`src/cts_cfg.svh`:
```
// Timing and layout constants for the camera trigger and sync block
`ifndef CTS_CFG_SVH
`define CTS_CFG_SVH
`define CTS_CLK_HZ 20000000
`define CTS_ECHO_US 6
`define CTS_ECHO_CYC ((`CTS_CLK_HZ / 1000000) * `CTS_ECHO_US)
`define CTS_ECHO_W 8
`define CTS_CNT_W 16
`define CTS_LINE_ACT 16'h0040
`define CTS_LINE_GAP 16'h0010
`define CTS_FRAME_LINES 16'h0020
`define CTS_FRAME_GAP 16'h0008
`define CTS_EXPO_CYC 16'h0100
`endif

```
`src/cts_pkg.sv`:
```
// Types for the camera trigger and sync block
package cts_pkg;
    typedef enum logic [2:0] {
        CTS_IDLE = 3'h0,
        CTS_EXPO = 3'h1,
        CTS_LINE = 3'h3,
        CTS_LGAP = 3'h2,
        CTS_FGAP = 3'h6
    } cts_state_t;
endpackage

```
`src/cts_top.sv`:
```
// Auxiliary trigger, strobe and framing outputs of the camera
// Summary of operation
// RULE1 - In continuous overlapped mode the strobe is high exactly while the sensor integrates.
// RULE2 - A high-to-low edge on the single-ended trigger starts an exposure.
// RULE3 - A high-to-low change of the differential trigger level starts an exposure.
// RULE4 - Line valid is high through the valid part of every line read out.
// RULE5 - Line valid is low between lines and between frames.
// RULE6 - Each accepted external trigger gives a 6 us positive echo pulse.
// RULE7 - The echo pulse starts at the falling edge of the accepted trigger.
// RULE8 - Frame valid is high while active lines are read and low between frames.
// RULE9 - The readout pixel rate is selectable between a fast and a slow rate.
// RULE10 - Triggers are synchronised before edge detection and the echo width is counted in clocks.
`timescale 1ns/10ps
`default_nettype none
`include "cts_cfg.svh"
module cts_top (
    input wire logic clk_i,
    input wire logic sys_rst_i,
    input wire logic trig_in_i,
    input wire logic trig_diff_p_i,
    input wire logic trig_diff_n_i,
    input wire logic ext_trig_en_i,
    input wire logic overlap_mode_i,
    input wire logic slow_rate_i,
    output logic strobe_out_o,
    output logic trig_echo_o,
    output logic line_valid_out_o,
    output logic frame_valid_out_o
);
    logic [1:0] trig_pin, trig_fall;
    logic diff_lvl, trig_acc, tick;
    logic [1:0] rate_s_reg, rate_s_next;
    logic [1:0] ext_s_reg, ext_s_next;
    logic [1:0] ovl_s_reg, ovl_s_next;
    logic [1:0] dp_s_reg, dp_s_next;
    logic [1:0] dn_s_reg, dn_s_next;
    logic pace_reg, pace_next;
    logic [`CTS_ECHO_W-1:0] echo_reg, echo_next;
    logic echo_out_reg, echo_out_next;
    cts_pkg::cts_state_t st_reg, st_next;
    logic [`CTS_CNT_W-1:0] cnt_reg, cnt_next, line_reg, line_next;
    logic pend_reg, pend_next;
    logic strobe_reg, strobe_next;
    logic line_valid_out_reg, line_valid_out_next;
    logic fval_reg, fval_next;
    genvar gi;

    // Line valid phase of the readout
    function automatic logic cts_is_line(input cts_pkg::cts_state_t st);
        return st == cts_pkg::CTS_LINE;
    endfunction

    // Frame valid covers the lines and the gaps between them
    function automatic logic cts_in_frame(input cts_pkg::cts_state_t st);
        return cts_is_line(st) | (st == cts_pkg::CTS_LGAP);
    endfunction

    // Level inputs and both legs of the pair pass two flip-flops before use
    always_comb begin
        rate_s_next = {rate_s_reg[0], slow_rate_i};
        ext_s_next = {ext_s_reg[0], ext_trig_en_i};
        ovl_s_next = {ovl_s_reg[0], overlap_mode_i};
        dp_s_next = {dp_s_reg[0], trig_diff_p_i}; // [RULE10]
        dn_s_next = {dn_s_reg[0], trig_diff_n_i}; // [RULE10]
        pace_next = ~pace_reg;
    end

    // The pair resets to its idle level so release gives no false edge
    always_ff @(posedge clk_i) begin
        if (sys_rst_i) begin
            rate_s_reg <= 2'h0;
            ext_s_reg <= 2'h0;
            ovl_s_reg <= 2'h0;
            dp_s_reg <= 2'h3;
            dn_s_reg <= 2'h0;
            pace_reg <= 1'b0;
        end else begin
            rate_s_reg <= rate_s_next;
            ext_s_reg <= ext_s_next;
            ovl_s_reg <= ovl_s_next;
            dp_s_reg <= dp_s_next;
            dn_s_reg <= dn_s_next;
            pace_reg <= pace_next;
        end
    end

    assign diff_lvl = dp_s_reg[1] & ~dn_s_reg[1]; // [RULE3]
    assign trig_pin = {diff_lvl, trig_in_i};
    // One synchroniser and falling edge detector per trigger source
    generate
        for (gi = 0; gi < 2; gi = gi + 1) begin : g_trig
            cts_trig_sync u_sync (
                .clk_i(clk_i),
                .sys_rst_i(sys_rst_i),
                .trig_i(trig_pin[gi]),
                .fall_o(trig_fall[gi])
            ); // [RULE2] [RULE3] [RULE10]
        end
    endgenerate
    assign trig_acc = ext_s_reg[1] & (|trig_fall); // [RULE6]
    // Slow rate advances the readout on every other clock
    assign tick = ~rate_s_reg[1] | pace_reg; // [RULE9]

    // Echo pulse timer counted in clocks
    always_comb begin
        echo_next = echo_reg;
        echo_out_next = echo_out_reg;
        if (trig_acc) begin
            // A trigger during the pulse restarts the count
            echo_next = `CTS_ECHO_W'(`CTS_ECHO_CYC - 1); // [RULE6] [RULE7] [RULE10]
            echo_out_next = 1'b1;
        end else if (echo_reg != '0) begin
            echo_next = echo_reg - 1'b1;
        end else begin
            echo_out_next = 1'b0;
        end
    end

    always_ff @(posedge clk_i) begin
        if (sys_rst_i) begin
            echo_reg <= '0;
            echo_out_reg <= 1'b0;
        end else begin
            echo_reg <= echo_next;
            echo_out_reg <= echo_out_next;
        end
    end

    always_comb begin
        st_next = st_reg;
        cnt_next = cnt_reg;
        line_next = line_reg;
        pend_next = pend_reg;
        // A trigger between slow ticks in CTS_IDLE is held until the next tick
        if (tick) begin
            pend_next = 1'b0;
        end else if (trig_acc && (st_reg == cts_pkg::CTS_IDLE)) begin
            pend_next = 1'b1;
        end
        if (tick) begin
            case (st_reg)
                cts_pkg::CTS_IDLE: begin
                    if (trig_acc || pend_reg) begin // [RULE2] [RULE3]
                        st_next = cts_pkg::CTS_EXPO;
                        cnt_next = '0;
                    end
                end
                cts_pkg::CTS_EXPO: begin
                    cnt_next = cnt_reg + 1'b1;
                    if (cnt_reg == `CTS_EXPO_CYC - 1) begin
                        st_next = cts_pkg::CTS_LINE;
                        cnt_next = '0;
                        line_next = '0;
                    end
                end
                cts_pkg::CTS_LINE: begin
                    cnt_next = cnt_reg + 1'b1;
                    if (cnt_reg == `CTS_LINE_ACT - 1) begin
                        cnt_next = '0;
                        line_next = line_reg + 1'b1;
                        st_next = (line_reg == `CTS_FRAME_LINES - 1) ? cts_pkg::CTS_FGAP : cts_pkg::CTS_LGAP;
                    end
                end
                cts_pkg::CTS_LGAP: begin
                    cnt_next = cnt_reg + 1'b1;
                    if (cnt_reg == `CTS_LINE_GAP - 1) begin
                        cnt_next = '0;
                        st_next = cts_pkg::CTS_LINE;
                    end
                end
                cts_pkg::CTS_FGAP: begin
                    cnt_next = cnt_reg + 1'b1;
                    if (cnt_reg == `CTS_FRAME_GAP - 1) begin
                        cnt_next = '0;
                        st_next = cts_pkg::CTS_IDLE;
                    end
                end
                default: begin
                    st_next = cts_pkg::CTS_IDLE;
                    cnt_next = '0;
                end
            endcase
        end
    end

    // Frame sequencer registers
    always_ff @(posedge clk_i) begin
        if (sys_rst_i) begin
            st_reg <= cts_pkg::CTS_IDLE;
            cnt_reg <= '0;
            line_reg <= '0;
            pend_reg <= 1'b0;
        end else begin
            st_reg <= st_next;
            cnt_reg <= cnt_next;
            line_reg <= line_next;
            pend_reg <= pend_next;
        end
    end

    // Outputs follow the next state so each comes straight from a flip-flop
    always_comb begin
        strobe_next = ovl_s_reg[1] & (st_next == cts_pkg::CTS_EXPO); // [RULE1]
        line_valid_out_next = cts_is_line(st_next); // [RULE4] [RULE5]
        fval_next = cts_in_frame(st_next); // [RULE8]
    end

    always_ff @(posedge clk_i) begin
        if (sys_rst_i) begin
            strobe_reg <= 1'b0;
            line_valid_out_reg <= 1'b0;
            fval_reg <= 1'b0;
        end else begin
            strobe_reg <= strobe_next;
            line_valid_out_reg <= line_valid_out_next;
            fval_reg <= fval_next;
        end
    end

    assign strobe_out_o = strobe_reg;
    assign trig_echo_o = echo_out_reg;
    assign line_valid_out_o = line_valid_out_reg;
    assign frame_valid_out_o = fval_reg;
endmodule
`default_nettype wire

```
`src/cts_trig_sync.sv`:
```
// Trigger input synchroniser and falling edge detector
`timescale 1ns/10ps
`default_nettype none
module cts_trig_sync (
    input wire logic clk_i,
    input wire logic sys_rst_i,
    input wire logic trig_i,
    output logic fall_o
);
    logic s1_reg, s1_next, s2_reg, s2_next, s3_reg, s3_next, fall_reg, fall_next;
    always_comb begin
        s1_next = trig_i;
        s2_next = s1_reg;
        s3_next = s2_reg;
        fall_next = s3_reg & ~s2_reg;
    end
    always_ff @(posedge clk_i) begin
        if (sys_rst_i) begin
            s1_reg <= 1'b1;
            s2_reg <= 1'b1;
            s3_reg <= 1'b1;
            fall_reg <= 1'b0;
        end else begin
            s1_reg <= s1_next;
            s2_reg <= s2_next;
            s3_reg <= s3_next;
            fall_reg <= fall_next;
        end
    end
    assign fall_o = fall_reg;
endmodule
`default_nettype wire
```
`config.mk`:
```
export PLATFORM = sky130hd
export DESIGN_NAME = cts_top
export DESIGN_NICKNAME = d
export VERILOG_FILES = /design/src/cts_pkg.sv /design/src/cts_top.sv /design/src/cts_trig_sync.sv
export VERILOG_INCLUDE_DIRS = /design/src
export SDC_FILE = /design/constraint.sdc
export NUM_CORES = 1
export LEC_CHECK = 0
export BUFFER_PORTS_ARGS = -buffer_cell sky130_fd_sc_hd__buf_4
export CAP_MARGIN = 20
export CORE_UTILIZATION = 40
export DETAILED_ROUTE_END_ITERATION = 6
export PLACE_DENSITY_LB_ADDON = 0.08
export SYNTH_ARGS = -nofsm -noshare
export SYNTH_HDL_FRONTEND = slang
export SYNTH_SLANG_ARGS = --single-unit
```
`constraint.sdc`:
```
create_clock -name clk_i -period 2 [get_ports clk_i]
set_input_delay 0.1 -clock clk_i [delete_from_list [all_inputs] [get_ports clk_i]]
set_output_delay 0.1 -clock clk_i [all_outputs]
set_load 0.02 [all_outputs]
```
Word level (Yosys, flattened, before mapping)
Cells that the tools add are included.
{"block": "word_totals", "ff_bits": 67, "input_bits": 8}
{"block": "classes", "add_sub_neg": 3, "n_eq_ne": 16, "n_mux": 21, "bitwise": 12, "n_reduce_logical": 11}
{"operator": "$mux W16", "n": 7}
{"operator": "$pmux W16 S5", "n": 1}
{"operator": "$add A16 B1 Y16 const B", "n": 2}
{"operator": "$pmux W16 S2", "n": 1}
{"operator": "$mux W3", "n": 7}
{"operator": "$eq A16 B3 Y1 const B", "n": 1}
{"operator": "$eq A16 B4 Y1 const B", "n": 1}
{"operator": "$eq A16 B5 Y1 const B", "n": 1}
{"operator": "$eq A16 B6 Y1 const B", "n": 1}
{"operator": "$eq A16 B8 Y1 const B", "n": 1}
{"operator": "$pmux W3 S5", "n": 1}
{"operator": "$mux W7", "n": 2}
{"operator": "$eq A3 B2 Y1 const B", "n": 4}
{"operator": "$reduce_bool A8 Y1", "n": 1}
{"operator": "$sub A8 B1 Y8 const B", "n": 1}
{"operator": "$eq A3 B1 Y1 const B", "n": 2}
{"operator": "$ne A2 B2 Y1 const B", "n": 3}
{"operator": "$reduce_or A2 Y1", "n": 3}
{"operator": "$and A1 B1 Y1", "n": 5}
{"operator": "$not A1 Y1", "n": 5}
{"operator": "$reduce_and A4 Y1", "n": 1}
{"operator": "$reduce_bool A2 Y1", "n": 2}
{"operator": "$eq A3 B3 Y1 const B", "n": 1}
{"operator": "$logic_not A3 Y1", "n": 1}
{"operator": "6 further kinds", "n": 8}

Logic depth before layout (Yosys ltp)
Gate-level depths: netlist of the first run.
{"block": "logic_depth", "depth_word": 8, "ltp_mapped": 9, "ltp_nobuf": 7}

Hierarchy
Synthesis of the first run repeated with hierarchy kept, for this count alone.
{"block": "unflattened", "hier_cells": 346, "area_unflattened_um2": 3054.2}
{"mod": "cts_top", "n_inst": 1, "cells_each": 330, "area_per_inst_um2": 2841.5}
{"mod": "cts_trig_sync", "n_inst": 2, "cells_each": 8, "area_per_inst_um2": 106.4}

Worst setup path before layout of the first run
Ideal clock, no wire load.
{"block": "synth_timing", "path_kind": "register to register", "from": "register cnt_reg[0]", "to": "register cnt_reg[14]", "setup_ps": 117, "arrival_ps": 1879, "required_time_ps": 1883, "path_slack_ps": 4, "stages_incl_launch_ff": 8, "period_less_slack_ps": 1996, "cell_sequence": "dfxtp_1 > ha_1 > nor3b_1 > nand4_1 > o31ai_1 > a21boi_1 > a21o_1 > a22o_1"}
{"block": "synth_between", "elab_chain_len": 3}
{"item": "start: declaration", "line_no": "cts_top.sv:41", "rtl": "logic [`CTS_CNT_W-1:0] cnt_reg, cnt_next, line_reg, line_next;"}
{"item": "start signal: assignment", "line_no": "cts_top.sv:195", "rtl": "cnt_reg <= cnt_next;"}
{"item": "$add A16 B1 Y16, or another cell as far along"}
{"item": "$mux W16, on equally long branches"}
{"item": "$pmux W16 S5 *", "line_no": "cts_top.sv:141", "rtl": "case (st_reg)"}
Mark *: on every way between the ends. The rest lies on a longest branch, timed or not.
A chain may end at the register's enable or synchronous reset.

Final worst setup path of the first run
{"block": "layout_timing", "from": "register cnt_reg[15]", "to": "register strobe_reg, in the netlist strobe_out_o"}
{"block": "layout_between", "elab_chain_len": 6}
{"item": "$eq A16 B3 Y1, or another cell as far along", "line_no": "cts_top.sv:173", "rtl": "if (cnt_reg == `CTS_FRAME_GAP - 1) begin"}
{"item": "$mux W3, on equally long branches"}
{"item": "$pmux W3 S5 *", "line_no": "cts_top.sv:141"}
{"item": "$mux W3 *", "line_no": "cts_top.sv:140", "rtl": "if (tick) begin"}
{"item": "$eq A3 B1 Y1 *", "line_no": "cts_top.sv:203", "rtl": "strobe_next = ovl_s_reg[1] & (st_next == cts_pkg::CTS_EXPO);"}
{"item": "$and A1 B1 Y1 *", "line_no": "cts_top.sv:203"}
{"item": "end signal: assignment", "line_no": "cts_top.sv:214", "rtl": "strobe_reg <= strobe_next;"}
{"item": "end: declaration", "line_no": "cts_top.sv:43", "rtl": "logic strobe_reg, strobe_next;"}
Marks and branches as above.

==> parameters.txt, run 1 <==
Parameter                              Value

Die
  Starting density of the core    0.419
  Num rows    30
  Total Die Area    7580 um2
  Num ports    12
  Die H    87.1 um
  Total core area    6910 um2
  Die Width    87.1 um

Power and ir drop
  Internal power consumption    2.34 mW
  Flop pwr share    0.457
  Fraction of power spent switching nets    0.265
  Switching power summed over all nets    841 uW
  IR drop worst, VDD    445 uV
  Power density normalized to cell area    874 nW/um2
  Final total power    3.18 mW
  Share of power burned in the clock network    0.409
  Logic pwr share    0.133
  Lkg Pwr    1.50 nW

GRT
  Maximum number of pins on one net before global-route repair    40
  Via count of the first global-routing pass    2,132
  First-pass GRT wire length    9820 um
  All-layer global routing usage    0.173
  Initial antenna violation count    0
  Overflow left after global routing    0

CTS
  Number of buffers on the longest clock path    2
  CTS tree    done
  CTS sink count    67
  Source-to-sink clock delay at the later pin of the worst-skew pair    360 ps
  Clock-pin slew on the worst setup and hold paths    80 ps
  CTS H-Tree Depth    3
  Clock buffers created by TritonCTS    9
  Clk root buf    sky130_fd_sc_hd__clkbuf_8

Synth
  Post-synthesis register bit count    67
  Share of synthesized cell area in and, or, nand and nor gates    0.305
  Gate count after technology mapping    319
  Post-synthesis compound-gate area fraction    0.0964
  Number of unique standard cell types used by synthesis    49
  EDFF count, synth    0
  Adder and majority cell fraction of the synthesized area    0.0130
  Net count of the mapped netlist    330
  Xor and xnor fraction of the mapped netlist area    0.0908
  Cell area after technology mapping    2900 um2
  Async set-or-reset flop fraction in the synthesized netlist    0
  Post-synthesis sequential area ratio    0.463
  Syn_area_per_cell    9.08 um2
  Mux contribution to synthesized area    0
  Dominant synthesized flop cell    sky130_fd_sc_hd__dfxtp_1
  Dominant combinational cell family by area after synthesis    simple AND/OR/NAND/NOR gates
  YS warnings    0

STA
  RSZ-0062 raised after global routing    yes
  Time the final worst path needs with I/O delays and setup    1940 ps
  Number of max-slew violations in the final report    0
  Fin crit share    0.969
  Maximum clock skew at final layout    12.5 ps
  Fmax    0.516 GHz
  Max-Slew Margin vs Limit    0.584
  Actual slew at the worst max-slew pin    617 ps
  Total negative setup slack    0 ps
  Number of endpoints failing setup at the final stage    0
  Count of endpoints failing hold in the final timing report    0

Outcome
  Run status    finished clean

Detailed routing
  Final routed wirelength across all metal layers    5860 um
  Violation count after the first detailed-route iteration    89
  Vias post-DR    2,296
  Vias per cell    4.92
  Total iterations of the first detailed-routing run    4
  Detailed-route wire length per cell    12.6 um
  Antenna violation net count after detailed routing    0
  DRC violations left    0

Worst hold path
  Hold Crit Endpoint    line_reg[1]$_SDFFE_PP0P_
  Class of the tightest hold or removal check    primary input to flop
  Number of instances on the worst hold path    2
  Startpoint of the lowest-slack hold path    sys_rst_i

Placed design
  Half-perimeter wire length after detailed placement    3920 um
  Port-buffer cells    11
  Routability cong.    0.793

Critical path
  Critical Path Slowest Stage Cell    sky130_fd_sc_hd__nor4_4
  Source of the worst register-to-register timing path    cnt_reg[15]$_SDFFE_PP0P_
  Critical path buffer and inverter count    1
  Cell family with the largest share of critical-path delay    simple AND/OR/NAND/NOR gates
  Endpoint of the lowest-slack register-to-register path    strobe_out_o$_SDFF_PP0_
  Worst Path Max Fanout    4
  Longest individual stage delay on the worst path    410 ps
  R2r worst-path depth    7
  CP Capture Type    flop
  Worst Setup Start Kind    flop
  Crit Path Category    flop to flop
  Crit path from    cnt_reg[15]$_SDFFE_PP0P_
  Chain of cells forming the critical path    nor4_4, nand4_1, o311ai_2, buf_4, a31o_4, nor2b_4, and3_1
  Endpoint arrival time on the critical path    2240 ps
  R2r setup slk    60 ps
  Critical path data required time    2300 ps

Cells and area
  Most frequent standard cell in the layout excluding fill and tap cells    sky130_fd_sc_hd__dfxtp_1
  Area taken by flip-flops and latches    1340 um2
  Synthesis-to-layout area growth    25.6%
  Area taken by multi-input logic gates    1520 um2
  Final antenna diode count    0
  Top library cells by usage in the layout, fill and taps aside    sky130_fd_sc_hd__dfxtp_1 (65), sky130_fd_sc_hd__nor2_1 (44), sky130_fd_sc_hd__buf_4 (40)
  Final Util    0.527
  Number of filler instances in the final layout    683
  Nets    377
  Layout cells sized above 1    0.226

Job
  Maximum Capacitance Violations    0
layer usage:
metal	track usage	routed length [um]
met5	0	0
met1	0.217	2880
met4	0.0682	100
met3	0.0626	173
met2	0.269	2710
metrics by stage:
step	worst slack (ps)	instances	hold slack [ps]	instance area, um2
floorplan	4.10	319	178	2900
global placement	-3.80	443	286	3270
detailed placement	-11.0	443	287	3270
CTS	19.8	465	121	3570
global route	-71.4	467	152	3640
finish	61.0	467	135	3640
synth_stat cells, types with 8 or more instances:
cell,instances,share of area
sky130_fd_sc_hd__nand4_1,10,0.022
sky130_fd_sc_hd__nor3_1,11,0.019
sky130_fd_sc_hd__and3_1,9,0.019
sky130_fd_sc_hd__nor2b_1,14,0.030
sky130_fd_sc_hd__a21oi_1,14,0.024
sky130_fd_sc_hd__inv_1,10,0.013
sky130_fd_sc_hd__xor2_1,22,0.067
sky130_fd_sc_hd__nand3_1,15,0.026
sky130_fd_sc_hd__xnor2_1,8,0.024
sky130_fd_sc_hd__nor2_1,44,0.057
sky130_fd_sc_hd__dfxtp_1,67,0.46
sky130_fd_sc_hd__nand2_1,16,0.021
power groups by stage:
stage	Sequential, mW	Clock, mW	Combinational, mW
after floorplan	1.47	0	0.320
after global placement	1.48	0	0.408
after detailed placement	1.49	0	0.410
after CTS	1.45	1.35	0.424
after global routing	1.47	1.40	0.476
final	1.45	1.30	0.424
worst reg2reg max path: cells and delay by family, from the launching register on:
family                 cells  cell delay (ps)
buffers and inverters      1              160
AO/OA/AOI/OAI              2              480
flip-flops                 1              340
AND/OR/NAND/NOR            4              910
logic make-up after synthesis:
group / after synthesis
buf+inv: 22
flops: 67
fa+ha+maj: 3
xor+xnor: 30
compound gates: 41
simple gates: 156
cell type report:
class,count,share of cell area
tap,96,0.0330
multi-input combinational,230,0.417
clock buffer,9,0.0341
inverter,10,0.0103
timing repair buffer,48,0.108
clock inverter,7,0.0286
sequential,67,0.369
what timing repair did:
item	CTS	global route
pin swaps	0	12
setup buffers	0	2
setup endpoints to repair	2	19
hold buffers	6	0
endpoints found under the hold margin	6	0
resized for setup	3	11
worst max-delay path by stage:
| stage | depth (start not counted) | to |
|---|---|---|
| final | 7 | strobe_out_o$_SDFF_PP0_ |
| after global routing | 7 | strobe_out_o$_SDFF_PP0_ |
| after CTS | 5 | line_reg[0]$_SDFFE_PP0P_ |
| after detailed placement | 6 | cnt_reg[14]$_SDFFE_PP0P_ |
| after global placement | 7 | strobe_out_o$_SDFF_PP0_ |
| after floorplan | 7 | cnt_reg[14]$_SDFFE_PP0P_ |
Power figures use the tool's default switching activity.
==> run 2: changes to the inputs <==
CORE_ASPECT_RATIO = 0.8   (was not set)
CORE_UTILIZATION = 54   (was 40)
==> run 2 against run 1 <==
Hold slack improved by 7.7 ps. Clock-buffer cell count unchanged. Clock skew decreased by 6.2 ps. Sequential power about the same. Flip-flop and latch count unchanged. Cell count decreased by 7.1%. Via count increased by 1.2%. Routed wire length decreased by 1.0%. Fmax decreased by 2.4%. Register-to-register slack got worse by 50 ps. Setup slack got worse by 47 ps. Non-clock buffer count increased by 1. Critical path type unchanged. Critical endpoint is now cnt_reg[1]$_SDFFE_PP0P_.
==> parameters.txt, run 2 (synthesis results as in run 1) <==
Parameter                              Value

Critical path
  Crit path from    cnt_reg[11]$_SDFFE_PP0P_
  Cell family with the largest share of critical-path delay    simple AND/OR/NAND/NOR gates
  CP Capture Type    flop
  Critical Path Stages    7 (unchanged)
  Longest individual stage delay on the worst path    390 ps (-20 ps)
  Critical Path Sink    cnt_reg[1]$_SDFFE_PP0P_
  Endpoint arrival time on the critical path    2220 ps (-20 ps)
  R2r setup slk    10 ps (-50 ps)
  Critical path buffer and inverter count    1 (unchanged)
  Worst Setup Start Kind    flop
  Worst Path Max Fanout    4 (unchanged)
  Crit Path Category    flop to flop
  Source of the worst register-to-register timing path    cnt_reg[11]$_SDFFE_PP0P_
  Endpoint of the lowest-slack register-to-register path    cnt_reg[1]$_SDFFE_PP0P_
  R2r worst-path depth    7 (unchanged)
  Critical path data required time    2230 ps (-70 ps)
  Critical Path Slowest Stage Cell    sky130_fd_sc_hd__nor4_4
  Chain of cells forming the critical path    nor4_4, nand4_1, o31ai_2, nand2_1, buf_4, a32oi_2, nor2_1

STA
  Actual slew at the worst max-slew pin    634 ps (+16.9 ps)
  RSZ-0062 raised after global routing    yes
  Number of max-slew violations in the final report    0 (unchanged)
  Worst hold slack across all endpoints    143 ps (+7.68 ps)
  Maximum clock skew at final layout    6.31 ps (-6.22 ps)
  Fin crit share    0.993 (+0.0236)
  Number of endpoints failing setup at the final stage    0 (unchanged)
  Fmax    0.503 GHz (-2.4%)
  Count of endpoints failing hold in the final timing report    0 (unchanged)
  Final worst-path setup slack    13.7 ps (-47.3 ps)
  Max-Slew Margin vs Limit    0.573 (-0.0114)
  Time the final worst path needs with I/O delays and setup    1990 ps (+47.3 ps)
  Total negative setup slack    0 ps (unchanged)

CTS
  CTS sink count    67 (unchanged)
  Clock-pin slew on the worst setup and hold paths    80 ps (about the same)
  Number of buffers on the longest clock path    2 (unchanged)
  Source-to-sink clock delay at the later pin of the worst-skew pair    350 ps (about the same)
  CTS tree    done
  Clock buffers created by TritonCTS    9 (unchanged)
  CTS H-Tree Depth    3 (unchanged)
  Clk root buf    sky130_fd_sc_hd__clkbuf_8

Detailed routing
  Vias post-DR    2,323 (+1.2%)
  Total iterations of the first detailed-routing run    4 (unchanged)
  Violation count after the first detailed-route iteration    119 (+34%)
  Detailed-route wire length per cell    13.4 um (+6.5%)
  Vias per cell    5.35 (+8.9%)
  Detail Route met2 WL    2770 um (+2.3%)
  Final routed wirelength across all metal layers    5800 um (-1.0%)
  DRC violations left    0 (unchanged)
  Uppermost layer routed    met4
  Antenna violation net count after detailed routing    0 (unchanged)
  Detailed-routed wire length on met3    193 um (+12%)
  Met1 wire length    2760 um (-4.2%)

Power and ir drop
  Final total power    3.03 mW (-4.8%)
  IR drop worst, VDD    614 uV (+38%)
  Power density normalized to cell area    850 nW/um2 (-2.8%)
  Lkg Pwr    1.48 nW (-1.5%)

Cells and area
  Layout cells sized above 1    0.228 (+0.00208)
  Synthesis-to-layout area growth    23.0%
  Final Non-Filler Cells    434 (-7.1%)
  Most frequent standard cell in the layout excluding fill and tap cells    sky130_fd_sc_hd__dfxtp_1
  Final Util    0.699 (+0.172)
  Final instance area    3560 um2 (-2.1%)
  Top library cells by usage in the layout, fill and taps aside    sky130_fd_sc_hd__dfxtp_1 (63), sky130_fd_sc_hd__nor2_1 (44), sky130_fd_sc_hd__buf_4 (42)
  Nets    378 (+0.27%)
  Final antenna diode count    0 (unchanged)

Die
  Starting density of the core    0.568 (+0.149)
  Total core area    5090 um2 (-26%)
  Num rows    23 (-23%)
  Num ports    12 (unchanged)
  Total Die Area    5660 um2 (-25%)
  Die H    67.5 um (-22%)
  Die Width    83.9 um (-3.7%)

GRT
  First-pass GRT wire length    9420 um (-4.1%)
  Via count of the first global-routing pass    2,115 (-0.80%)
  Overflow left after global routing    0 (unchanged)
  Initial antenna violation count    0 (unchanged)
  All-layer global routing usage    0.222 (+0.0486)
  Maximum number of pins on one net before global-route repair    40 (unchanged)

Worst hold path
  Class of the tightest hold or removal check    primary input to flop

Placed design
  Port-buffer cells    11 (unchanged)
  Half-perimeter wire length after detailed placement    4000 um (+2.1%)
  Total placed instance area    3230 um2 (-1.3%)
  Routability cong.    0.798 (+0.60%)
  Placed cell count    409 (-7.7%)
  Pre-CTS setup slack    -39.7 ps (-28.7 ps)

Job
  Maximum Capacitance Violations    0 (unchanged)

Outcome
  Run status    finished clean
## run 2: cell count changes in the layout (fill, tap and decap cells not counted), sizes merged
cell	delta
buf	+1
bufinv	-1
clkinv	+1
clkinvlp	+1
inv	-1
## run 2: routing by layer
metal  vias to the layer above  GRT usage
met3                         7     0.0917
met1                      1080      0.260
met5                         -          0
met2                        29      0.370
li1                       1207          -
met4                         0     0.0819
## run 2: final cells by class
cell class / instances / area (um2)
fillers: 407 / 1530
multi-input cells: 230 / 1500
flip-flops and latches: 67 / 1350
repair buffers: 49 / 395
clock buffers: 9 / 124
clock inverters: 7 / 81.3
well taps: 62 / 77.6
inverters: 10 / 37.5
## run 2: worst min path at each step
| stage | startpoint | cells after the start | to | slack [ps] |
|---|---|---|---|---|
| after global routing | sys_rst_i | 2 | ext_s_reg[1]$_SDFF_PP0_ | 140 |
| after floorplan | sys_rst_i | 1 | pace_reg$_SDFF_PP0_ | 180 |
| final | sys_rst_i | 2 | cnt_reg[0]$_SDFFE_PP0P_ | 140 |
| after global placement | trig_in_i | 2 | g_trig[0].u_sync.s1_reg$_SDFF_PP1_ | 290 |
| after detailed placement | trig_in_i | 2 | g_trig[0].u_sync.s1_reg$_SDFF_PP1_ | 290 |
| after CTS | sys_rst_i | 2 | cnt_reg[0]$_SDFFE_PP0P_ | 120 |
## run 2: repair_timing
| action | 4_1_cts | 5_1_grt |
|---|---|---|
| pin swaps | 1 | 8 |
| endpoints found under the setup margin | 10 | 24 |
| endpoints found under the hold margin | 6 | 0 |
| hold buffers | 6 | 0 |
| resized for setup | 1 | 11 |
| buffers inserted | 2 | 1 |
## run 2: where the power goes
| group | internal (mW) | total, mW | switching (mW) | leakage [nW] |
|---|---|---|---|---|
| Combinational | 0.194 | 0.410 | 0.216 | 0.828 |
| Sequential | 1.40 | 1.45 | 0.0502 | 0.547 |
| Clock | 0.594 | 1.16 | 0.567 | 0.101 |
## run 2: worst reg2reg max path: stages, from the launching register on
cell	delay, ps
sky130_fd_sc_hd__dfxtp_2	350
sky130_fd_sc_hd__nor4_4	400
sky130_fd_sc_hd__nand4_1	270
sky130_fd_sc_hd__o31ai_2	290
sky130_fd_sc_hd__nand2_1	140
sky130_fd_sc_hd__buf_4	160
sky130_fd_sc_hd__a32oi_2	210
sky130_fd_sc_hd__nor2_1	60
